File: config.mk
export PLATFORM = sky130hd
export DESIGN_NAME = hes_status_flags
export DESIGN_NICKNAME = d
export VERILOG_FILES = /design/src/core/hes_status_flags.v /design/src/core/hes_rx_buf.v
export VERILOG_INCLUDE_DIRS = /design/src /design/src/core
export SDC_FILE = /design/constraint.sdc
export NUM_CORES = 1
export LEC_CHECK = 0
export BUFFER_PORTS_ARGS = -buffer_cell sky130_fd_sc_hd__buf_2
export CAP_MARGIN = 0
export CORE_MARGIN = 2
export CORE_UTILIZATION = 54
export CTS_BUF_LIST = sky130_fd_sc_hd__clkbuf_4
export CTS_CLUSTER_DIAMETER = 40
export DETAILED_ROUTE_END_ITERATION = 10
export GPL_TIMING_DRIVEN = 0
export PLACE_DENSITY = 0.82
export SETUP_SLACK_MARGIN = 0.1
export SLEW_MARGIN = 20
export SYNTH_ARGS = -nofsm -noshare
export SYNTH_HDL_FRONTEND = slang
export SYNTH_SLANG_ARGS = --single-unit
File: constraint.sdc
create_clock -name sys_clk -period 1.48 [get_ports sys_clk]
set_input_delay 0.074 -clock sys_clk [delete_from_list [all_inputs] [get_ports sys_clk]]
set_output_delay 0.074 -clock sys_clk [all_outputs]
set_load 0.005 [all_outputs]
File: src/core/hes_defines.vh
`ifndef HES_DEFINES_VH
`define HES_DEFINES_VH

// register byte addresses on the firmware bus
`define HES_OFF_RX_DATA     4'h0
`define HES_OFF_STATUS      4'h4
`define HES_OFF_EVT_STAT    4'h8
`define HES_OFF_EVT_MASK    4'hc

// status byte field positions
`define HES_BIT_USER_HIGH   7
`define HES_BIT_MGMT_IRQ    6
`define HES_BIT_OS_IRQ      5
`define HES_BIT_BURST       4
`define HES_BIT_CMD         3
`define HES_BIT_USER_LOW    2
`define HES_BIT_IN_FULL     1

// firmware-writable status bits: 7,6,5,4,2
`define HES_STATUS_FW_MASK  8'hf4
`define HES_STATUS_RESET    8'h00

// event status / mask layout
`define HES_EVT_CMD         0
`define HES_EVT_DATA        1
`define HES_EVT_W           2
`define HES_EVT_RESET       2'h0

// bus responses
`define HES_RESP_OKAY       2'h0
`define HES_RESP_SLVERR     2'h2

`endif

File: src/core/hes_status_flags.v
// The AXI4-Lite interface to the registers was left to the implementer.
`timescale 1ns/1ps
`default_nettype none
`include "hes_defines.vh"

module hes_status_flags (
  // clock and reset
  input  wire        sys_clk,
  input  wire        rstn,
  // host side strobes
  input  wire        host_cmd_wr,
  input  wire [7:0]  host_cmd_byte,
  input  wire        host_data_wr,
  input  wire [1:0]  host_data_idx,
  input  wire [7:0]  host_data_byte,
  output reg  [7:0]  host_status_view,
  output reg         input_buffer_full,
  // firmware bus, write address
  input  wire        s_axi_awvalid,
  output reg         s_axi_awready,
  input  wire [3:0]  s_axi_awaddr,
  // firmware bus, write data
  input  wire        s_axi_wvalid,
  output reg         s_axi_wready,
  input  wire [31:0] s_axi_wdata,
  input  wire [3:0]  s_axi_wstrb,
  // firmware bus, write response
  output reg         s_axi_bvalid,
  input  wire        s_axi_bready,
  output reg  [1:0]  s_axi_bresp,
  // firmware bus, read address
  input  wire        s_axi_arvalid,
  output reg         s_axi_arready,
  input  wire [3:0]  s_axi_araddr,
  // firmware bus, read data
  output reg         s_axi_rvalid,
  input  wire        s_axi_rready,
  output reg  [31:0] s_axi_rdata,
  output reg  [1:0]  s_axi_rresp,
  // block interrupt
  output reg         irq
);

  ////////////////////////////////////////////////////////////////////////
  // declarations

  reg  [7:0]              fw_flags_r;
  reg                     cmd_mark_r;
  reg  [`HES_EVT_W-1:0]   evt_stat_r;
  reg  [`HES_EVT_W-1:0]   evt_mask_r;
  reg                     aw_held_r;
  reg                     w_held_r;
  reg  [3:0]              waddr_r;
  reg  [31:0]             wdata_r;
  reg  [3:0]              wstrb_r;
  reg                     aw_held_nxt;
  reg                     w_held_nxt;
  reg                     rvalid_nxt;
  reg  [31:0]             rdata_nxt;
  reg  [1:0]              rresp_nxt;
  reg  [1:0]              bresp_nxt;
  reg  [7:0]              status_byte;
  reg  [`HES_EVT_W-1:0]   evt_set;
  wire                    aw_take;
  wire                    w_take;
  wire                    ar_take;
  wire                    do_wr;
  wire                    wr_status;
  wire                    wr_evt_stat;
  wire                    wr_evt_mask;
  wire                    rd_rx_data;
  wire                    buf_wr_en;
  wire [1:0]              buf_wr_idx;
  wire [7:0]              buf_wr_byte;
  wire [31:0]             rx_word;

  ////////////////////////////////////////////////////////////////////////
  // receive buffer, command lands in byte 0

  assign buf_wr_en   = host_cmd_wr | host_data_wr;
  assign buf_wr_idx  = host_cmd_wr ? 2'h0 : host_data_idx;
  assign buf_wr_byte = host_cmd_wr ? host_cmd_byte : host_data_byte;

  hes_rx_buf #(
    .BYTES (4)
  ) u_rx_buf (
    .sys_clk   (sys_clk),
    .rstn      (rstn),
    .wr_en     (buf_wr_en),
    .wr_idx    (buf_wr_idx),
    .wr_byte   (buf_wr_byte),
    .rd_word_r (rx_word)
  );

  ////////////////////////////////////////////////////////////////////////
  // bus write path

  assign aw_take = s_axi_awvalid & s_axi_awready;
  assign w_take  = s_axi_wvalid & s_axi_wready;
  assign do_wr   = aw_held_r & w_held_r & ~s_axi_bvalid;

  assign wr_status   = do_wr & (waddr_r == `HES_OFF_STATUS) & wstrb_r[0];
  assign wr_evt_stat = do_wr & (waddr_r == `HES_OFF_EVT_STAT) & wstrb_r[0];
  assign wr_evt_mask = do_wr & (waddr_r == `HES_OFF_EVT_MASK) & wstrb_r[0];

  always @* begin
    aw_held_nxt = aw_held_r;
    w_held_nxt  = w_held_r;
    if (do_wr) begin
      aw_held_nxt = 1'b0;
      w_held_nxt  = 1'b0;
    end
    if (aw_take) begin
      aw_held_nxt = 1'b1;
    end
    if (w_take) begin
      w_held_nxt = 1'b1;
    end
    case (waddr_r)
      `HES_OFF_RX_DATA,
      `HES_OFF_STATUS,
      `HES_OFF_EVT_STAT,
      `HES_OFF_EVT_MASK: bresp_nxt = `HES_RESP_OKAY;
      default:           bresp_nxt = `HES_RESP_SLVERR;
    endcase
  end

  always @(posedge sys_clk or negedge rstn) begin
    if (!rstn) begin
      aw_held_r     <= 1'b0;
      w_held_r      <= 1'b0;
      waddr_r       <= 4'h0;
      wdata_r       <= 32'h0000_0000;
      wstrb_r       <= 4'h0;
      s_axi_awready <= 1'b0;
      s_axi_wready  <= 1'b0;
      s_axi_bvalid  <= 1'b0;
      s_axi_bresp   <= `HES_RESP_OKAY;
    end else begin
      aw_held_r     <= aw_held_nxt;
      w_held_r      <= w_held_nxt;
      // ready drops while a word is parked, so nothing is overwritten
      s_axi_awready <= ~aw_held_nxt;
      s_axi_wready  <= ~w_held_nxt;
      if (aw_take) begin
        waddr_r <= {s_axi_awaddr[3:2], 2'b00};
      end
      if (w_take) begin
        wdata_r <= s_axi_wdata;
        wstrb_r <= s_axi_wstrb;
      end
      if (do_wr) begin
        s_axi_bvalid <= 1'b1;
        s_axi_bresp  <= bresp_nxt;
      end else if (s_axi_bready) begin
        s_axi_bvalid <= 1'b0;
      end
    end
  end

  ////////////////////////////////////////////////////////////////////////
  // bus read path

  assign ar_take    = s_axi_arvalid & s_axi_arready;
  assign rd_rx_data = ar_take & ({s_axi_araddr[3:2], 2'b00} == `HES_OFF_RX_DATA);

  always @* begin
    rdata_nxt = 32'h0000_0000;
    rresp_nxt = `HES_RESP_OKAY;
    case ({s_axi_araddr[3:2], 2'b00})
      `HES_OFF_RX_DATA:  rdata_nxt = rx_word;
      `HES_OFF_STATUS:   rdata_nxt = {24'h00_0000, status_byte};
      `HES_OFF_EVT_STAT: rdata_nxt = {30'h0000_0000, evt_stat_r};
      `HES_OFF_EVT_MASK: rdata_nxt = {30'h0000_0000, evt_mask_r};
      default:           rresp_nxt = `HES_RESP_SLVERR;
    endcase
    rvalid_nxt = s_axi_rvalid;
    if (s_axi_rvalid && s_axi_rready) begin
      rvalid_nxt = 1'b0;
    end
    if (ar_take) begin
      rvalid_nxt = 1'b1;
    end
  end

  always @(posedge sys_clk or negedge rstn) begin
    if (!rstn) begin
      s_axi_arready <= 1'b0;
      s_axi_rvalid  <= 1'b0;
      s_axi_rdata   <= 32'h0000_0000;
      s_axi_rresp   <= `HES_RESP_OKAY;
    end else begin
      s_axi_arready <= ~rvalid_nxt;
      s_axi_rvalid  <= rvalid_nxt;
      if (ar_take) begin
        s_axi_rdata <= rdata_nxt;
        s_axi_rresp <= rresp_nxt;
      end
    end
  end

  ////////////////////////////////////////////////////////////////////////
  // status byte storage

  always @* begin
    status_byte = fw_flags_r & `HES_STATUS_FW_MASK;
    status_byte[`HES_BIT_CMD] = cmd_mark_r;
    status_byte[`HES_BIT_IN_FULL] = input_buffer_full;
  end

  always @(posedge sys_clk or negedge rstn) begin
    if (!rstn) begin
      fw_flags_r        <= `HES_STATUS_RESET;
      cmd_mark_r        <= 1'b0;
      input_buffer_full <= 1'b0;
      host_status_view  <= `HES_STATUS_RESET;
    end else begin
      // only firmware writes touch 7,6,5,4,2; no interrupt sits behind 6 and 5
      if (wr_status) begin
        fw_flags_r <= wdata_r[7:0] & `HES_STATUS_FW_MASK;
      end
      // command wins if both strobes land together
      if (host_cmd_wr) begin
        cmd_mark_r <= 1'b1;
      end else if (host_data_wr) begin
        cmd_mark_r <= 1'b0;
      end
      // host set beats firmware drain in the same cycle
      if (host_cmd_wr || (host_data_wr && host_data_idx == 2'h0)) begin
        input_buffer_full <= 1'b1;
      end else if (rd_rx_data) begin
        input_buffer_full <= 1'b0;
      end
      host_status_view <= status_byte;
    end
  end

  ////////////////////////////////////////////////////////////////////////
  // block events and interrupt

  always @* begin
    evt_set = {`HES_EVT_W{1'b0}};
    evt_set[`HES_EVT_CMD]  = host_cmd_wr;
    evt_set[`HES_EVT_DATA] = host_data_wr;
  end

  always @(posedge sys_clk or negedge rstn) begin
    if (!rstn) begin
      evt_stat_r <= `HES_EVT_RESET;
      evt_mask_r <= `HES_EVT_RESET;
      irq        <= 1'b0;
    end else begin
      // write-one-to-clear, a fresh event survives its own clear
      if (wr_evt_stat) begin
        evt_stat_r <= (evt_stat_r & ~wdata_r[`HES_EVT_W-1:0]) | evt_set;
      end else begin
        evt_stat_r <= evt_stat_r | evt_set;
      end
      if (wr_evt_mask) begin
        evt_mask_r <= wdata_r[`HES_EVT_W-1:0];
      end
      irq <= |(evt_stat_r & evt_mask_r);
    end
  end

endmodule

`default_nettype wire

File: src/core/hes_rx_buf.v
`timescale 1ns/1ps
`default_nettype none

module hes_rx_buf #(
  parameter BYTES = 4
) (
  // clock and reset
  input  wire                   sys_clk,
  input  wire                   rstn,
  // byte write port
  input  wire                   wr_en,
  input  wire [1:0]             wr_idx,
  input  wire [7:0]             wr_byte,
  // registered word view
  output reg  [8*BYTES-1:0]     rd_word_r
);

  reg  [7:0] mem_r [0:BYTES-1];
  wire [8*BYTES-1:0] word_nxt;

  genvar g;
  generate
    for (g = 0; g < BYTES; g = g + 1) begin : g_byte
      always @(posedge sys_clk or negedge rstn) begin
        if (!rstn) begin
          mem_r[g] <= 8'h00;
        end else if (wr_en && (wr_idx == g)) begin
          mem_r[g] <= wr_byte;
        end
      end
      assign word_nxt[8*g+7:8*g] = mem_r[g];
    end
  endgenerate

  // read data lag the array by one edge
  always @(posedge sys_clk or negedge rstn) begin
    if (!rstn) begin
      rd_word_r <= {(8*BYTES){1'b0}};
    end else begin
      rd_word_r <= word_nxt;
    end
  end

endmodule

`default_nettype wire

Yosys cells after proc, flatten, opt, wreduce, memory -nomap -nowiden
Cells that the tools add are included.

word-level totals
  flip-flop bits (word level) = 135
  input bits = 71
  output and inout bits = 51
  logic and storage cells = 88

operators by class
  eq/ne operators = 9
  mux-type cells = 17
  bitwise gates (word level) = 22
  reductions and logical operators = 16

operators by type and width
  cell                                                  count
  case mux 32 bit (4 select lines)                      1
  bitwise AND 1 bit                                     12
  equality test 2 bit (second input constant)           6
  2-to-1 mux 1 bit                                      12
  2-to-1 mux 8 bit                                      1
  equality test 2 x 1 -> 1 bit (second input constant)  3
  logical AND 1 bit                                     6
  zero test 2 bit                                       3
  2-to-1 mux 2 bit                                      3
  nonzero test 2 bit                                    3
  bitwise AND 2 bit                                     2
  zero test 4 bit                                       1
  NOT 1 bit                                             4
  bitwise OR 2 bit                                      2
  OR reduction 4 bit                                    1
  NOT 2 bit                                             1
  OR reduction 2 bit                                    1
  logical OR 1 bit                                      1
  bitwise OR 1 bit                                      1

Depth between registers and ports, before layout
  depth after elaboration = 5
  mapped depth = 5

Hierarchy
A second synthesis with hierarchy kept.

unflattened totals
  cells, all modules = 296
  area total of the unflattened synthesis = 4729.5 µm²

modules (own cells, without submodules)
  module            times used  cells each  area each (µm²)  seq. area each (µm²)
  hes_status_flags  1           196         2716.4           1726.7
  hes_rx_buf        1           100         2013.2           1601.5

Worst setup path before layout
OpenSTA, ideal clock, no wires.

  kind = flip-flop to flip-flop
  start point = register s_axi_bvalid
  end point = register fw_flags_r[2]
  data arrival time = 1101 ps
  slack = 254 ps
  stages on the path, launching flop included = 4
  buffers on the path = 0
  cells stage by stage = dfrtp_1 and4b_1 nand2_1 mux2_2

on the way
  longest elaborated chain between the ends = 4

RTL lines
  element                         line                    text
  start, declared                 hes_status_flags.v:28   output reg s_axi_bvalid,
  start signal, assigned          hes_status_flags.v:137  s_axi_bvalid <= 1'b0;
  start signal, assigned          hes_status_flags.v:153  s_axi_bvalid <= 1'b1;
  start signal, assigned          hes_status_flags.v:156  s_axi_bvalid <= 1'b0;
  NOT 1 bit                       hes_status_flags.v:100  assign do_wr = aw_held_r & w_held_r & ~s_axi_bvalid;
  bitwise AND 1 bit               hes_status_flags.v:100
  bitwise AND 1 bit (2 in a row)  hes_status_flags.v:102  assign wr_status = do_wr & (waddr_r == `HES_OFF_STATUS) & wstrb_r[0];
  end signal, assigned            hes_status_flags.v:213  fw_flags_r <= `HES_STATUS_RESET;
  end signal, assigned            hes_status_flags.v:220  fw_flags_r <= wdata_r[7:0] & `HES_STATUS_FW_MASK;
  end, declared                   hes_status_flags.v:47   reg [7:0] fw_flags_r;

Every way passes these cells.
A chain may end at the register's enable or synchronous reset.

Final worst setup path
  start point = register aw_held_r
  end point = register fw_flags_r[7]

on the way
  longest elaborated chain between the ends = 4

RTL lines
  element                         line                    text
  start, declared                 hes_status_flags.v:51   reg aw_held_r;
  start signal, assigned          hes_status_flags.v:140  aw_held_r <= aw_held_nxt;
  bitwise AND 1 bit (2 in a row)  hes_status_flags.v:100
  bitwise AND 1 bit (2 in a row)  hes_status_flags.v:102

Every way passes these cells.

==> summary.md <==
| Metric | Value |
|---|---|
| Synth cell count leaders | `dfrtp_1 (133), a22o_1 (25), mux2i_1 (22)` |
| Reg2reg setup slack | `150 ps` |
| Synth area leaders | `dfrtp_1 (71%), mux2i_1 (4.7%), a22o_1 (4.7%)` |
| Mux contribution to synthesized area | `0.09765` |
| Synth Area in Adders | `0.008026` |
| First-pass GRT wire length | `15560 um` |
| Clock Sinks | `133` |
| Startpoint Class | `register` |
| Most used DFF post-synth | `dfrtp_1` |
| Max_slew headroom | `0.5327` |
| Post-Route WL | `9536 um` |
| #FFs+latches synth | `between 100 and 150` |
| Pins Over Slew Limit | `0` |
| Fin area | `5847 um^2` |
| Root Driver | `clkbuf_4` |
| Clock-pin transition on the worst setup and hold timing paths | `between 100 and 150 ps` |
| Synth cell types | `29` |
| Multi-input gate area | `around 1200 um^2` |
| Count leader, synth | `dfrtp_1` |
| CTS Buf Count | `17` |
| Vias in the first global route | `3190` |
| Initial DRC Count | `221` |
| Register area share after synthesis | `0.7116` |
| Crit-path max FO | `5` |
| Hpwl dp | `6267 um` |
| Reg area | `3328 um^2` |
| Skew final | `14.17 ps` |
| Max IR drop VDD | `839.6 uV` |
| Nets | `539` |
| Post-synth EDFFs | `0` |
| Pleak | `2.939 nW` |
| Main combinational cell family by area after synthesis | `multiplexers` |
| Cell Area, Synth | `4677 um^2` |
| Min cycle time layout | `approximately 1300 ps` |
| H-tree depth | `4` |
| Placer congestion estimate | `0.7608` |
| Grt total ovfl | `0` |
| Ys Warns | `0` |
| Asr flop ratio synth | `1.000` |
| WL/cell | `between 15 and 20 um` |
| Unrepaired setup endpoints after global routing | `yes` |
| CTS tree | `yes` |
| Place WS | `between 0.02 and 0.025 ps` |
| Placed Area | `5274 um^2` |
| Later-pin clock latency in the skew report | `520 ps` |
| Vias per cell | `5.158` |
| Slew @ Worst Pin | `around 680 ps` |
| DRC Markers | `0` |
| Die Width | `around 97 um` |
| Final period util | `0.8989` |
| Max-cap viol count | `0` |
| Nature of the critical path endpoint | `register` |
| Antenna violations before repair | `0` |
| Highest Clock Rate | `0.7517 GHz` |
| Gr usage total | `0.2144` |
| Die Area | `9422 um^2` |
| Clock buffer depth | `2` |
| Status | `completed` |
| Hold Crit Class | `in -> reg` |
| Via count | `3012` |
| Core area | `8299 um^2` |
| Fin worst setup slack | `149.6 ps` |
| Syn avg cell area | `14.22 um^2` |
| Dominant cell type by area after synthesis | `dfrtp_1` |
| Core Rows | `33` |
| Synth-to-layout area growth | `25.01%` |
| Xor/xnor share of the synthesized area | `0` |
| Drt pass-1 iters | `5` |
| Post-placement cell count | `522` |
| Worst endpoint required time | `1890 ps` |
| Fillers | `568` |
| Die height | `97.07 um` |
| I/O pins | `122` |
| Total power | `8.814 mW` |
| Simple-Gate Fraction of Synth Area | `0.05350` |
| CP Class | `reg -> reg` |
| Worst endpoint data arrival time | `1740 ps` |
| Final core occ | `0.7045` |
| Final hold violations | `0` |
| Final ANT Viol Nets | `0` |
| Largest net degree at the start of global routing | `76` |
| Mapped Cells | `329` |
| Final non-filler cell total | `584` |
| Pwr per Cell Area | `around 1500 nW/um^2` |
| Starting Density | `0.5635` |
| Area share of the largest cell type after synthesis | `0.7116` |
| # port buffers | `84` |
| Final setup viols | `0` |
| Synth Area in Compound Gates | `0.09417` |
| Layout cell share with drive strength beyond 1 | `0.3326` |
## layout make-up
type,count,share of cell area
Sequential cell,133,0.5692
Multi-Input combinational cell,167,0.2065
Timing Repair Buffer,114,0.1269
Clock buffer,18,0.02311
Clock inverter,14,0.02311
Tap cell,105,0.02247
Buffer,16,0.01798
Inverter,16,0.01027
Antenna cell,1,0.0004280
## power breakdown
group,internal (mW),switching [mW],total (mW)
Combinational,0.820,0.736,1.56
Sequential,4.49,0.468,4.96
Clock,1.01,1.29,2.30
## routing by layer
| layer | up-vias | share of wire | GRT usage |
|---|---|---|---|
| li1 | 1401 | - | - |
| met1 | 1495 | 0.42 | 0.2767 |
| met2 | 102 | 0.52 | 0.3520 |
| met3 | 14 | 0.049 | 0.05108 |
| met4 | 0 | 0.016 | 0.08992 |
| met5 | - | 0 | 0 |
## stage by stage
stage,setup TNS (ps),hold WS [ps]
6_report,0,43.56
4_1_cts,0,0.9353
3_5_place_dp,0,69.83
3_3_place_gp,-160090,259.1
5_1_grt,0,6.645
2_1_floorplan,0,-221.6
## flip-flops by register name, summed over array words and instances, names as in the netlist, 2 cells and up
name	count
u_rx_buf.rd_word_r	32
evt_stat_r	2
waddr_r	2
wdata_r	7
s_axi_rdata	32
evt_mask_r	2
fw_flags_r	5
host_status_view	7
u_rx_buf.mem_r	32
## layout by cell type (no fill, tap or decap), types with 2 or more instances in the layout
cell and instances:
clkbuf_4 19, a22o_1 25, nand2_1 20, nand3_1 3, buf_2 85, conb_1 4
a21o_1 4, nand2_2 2, nor2_1 18, bufinv_16 2, buf_4 6, dlygate4sd3_1 28
inv_1 16, a21oi_1 16, clkbuf_2 4, clkinv_2 6, inv_6 2, clkbuf_1 2
ha_1 3, and2_1 3, mux2i_1 21, buf_6 3, o21ai_0 19, mux2_2 19
dfrtp_1 133, clkinvlp_4 2
## critical path: stages, from the launching register on
cell	delay [ps]
dfrtp_1	420
and4b_2	280
nand2_2	150
mux2_2	360
## worst paths after layout
| check | from | to | cells past startpoint |
|---|---|---|---|
| min in group asynchronous | rstn | s_axi_rdata[15] | 2 |
| hold / removal | host_data_byte[3] | u_rx_buf.mem_r[27] | 3 |
| setup reg to reg | aw_held_r | fw_flags_r[7] | 3 |
| setup / recovery | aw_held_r | fw_flags_r[7] | 3 |
| max in group asynchronous | rstn | u_rx_buf.mem_r[8] | 3 |
| hold reg to reg | u_rx_buf.mem_r[29] | u_rx_buf.rd_word_r[5] | 0 |
## kinds of logic (layout without fill, tap and decap cells)
| kind of cell | Yosys count | after routing |
|---|---|---|
| compound gates | 66 | 66 |
| mux | 42 | 42 |
| buf+inv | 32 | 178 |
| flops | 133 | 133 |
| other cells | 1 | 5 |
| fa+ha+maj | 3 | 3 |
| simple gates | 52 | 52 |
## repair_timing
item                                    CTS  global route
hold endpoints to repair                179             3
gates resized for setup                   1             6
hold buffers                             27             1
buffers inserted                          0             1
cloned                                    0             0
endpoints found under the setup margin    3            18
Note: power is estimated with default switching activity, not from simulation.
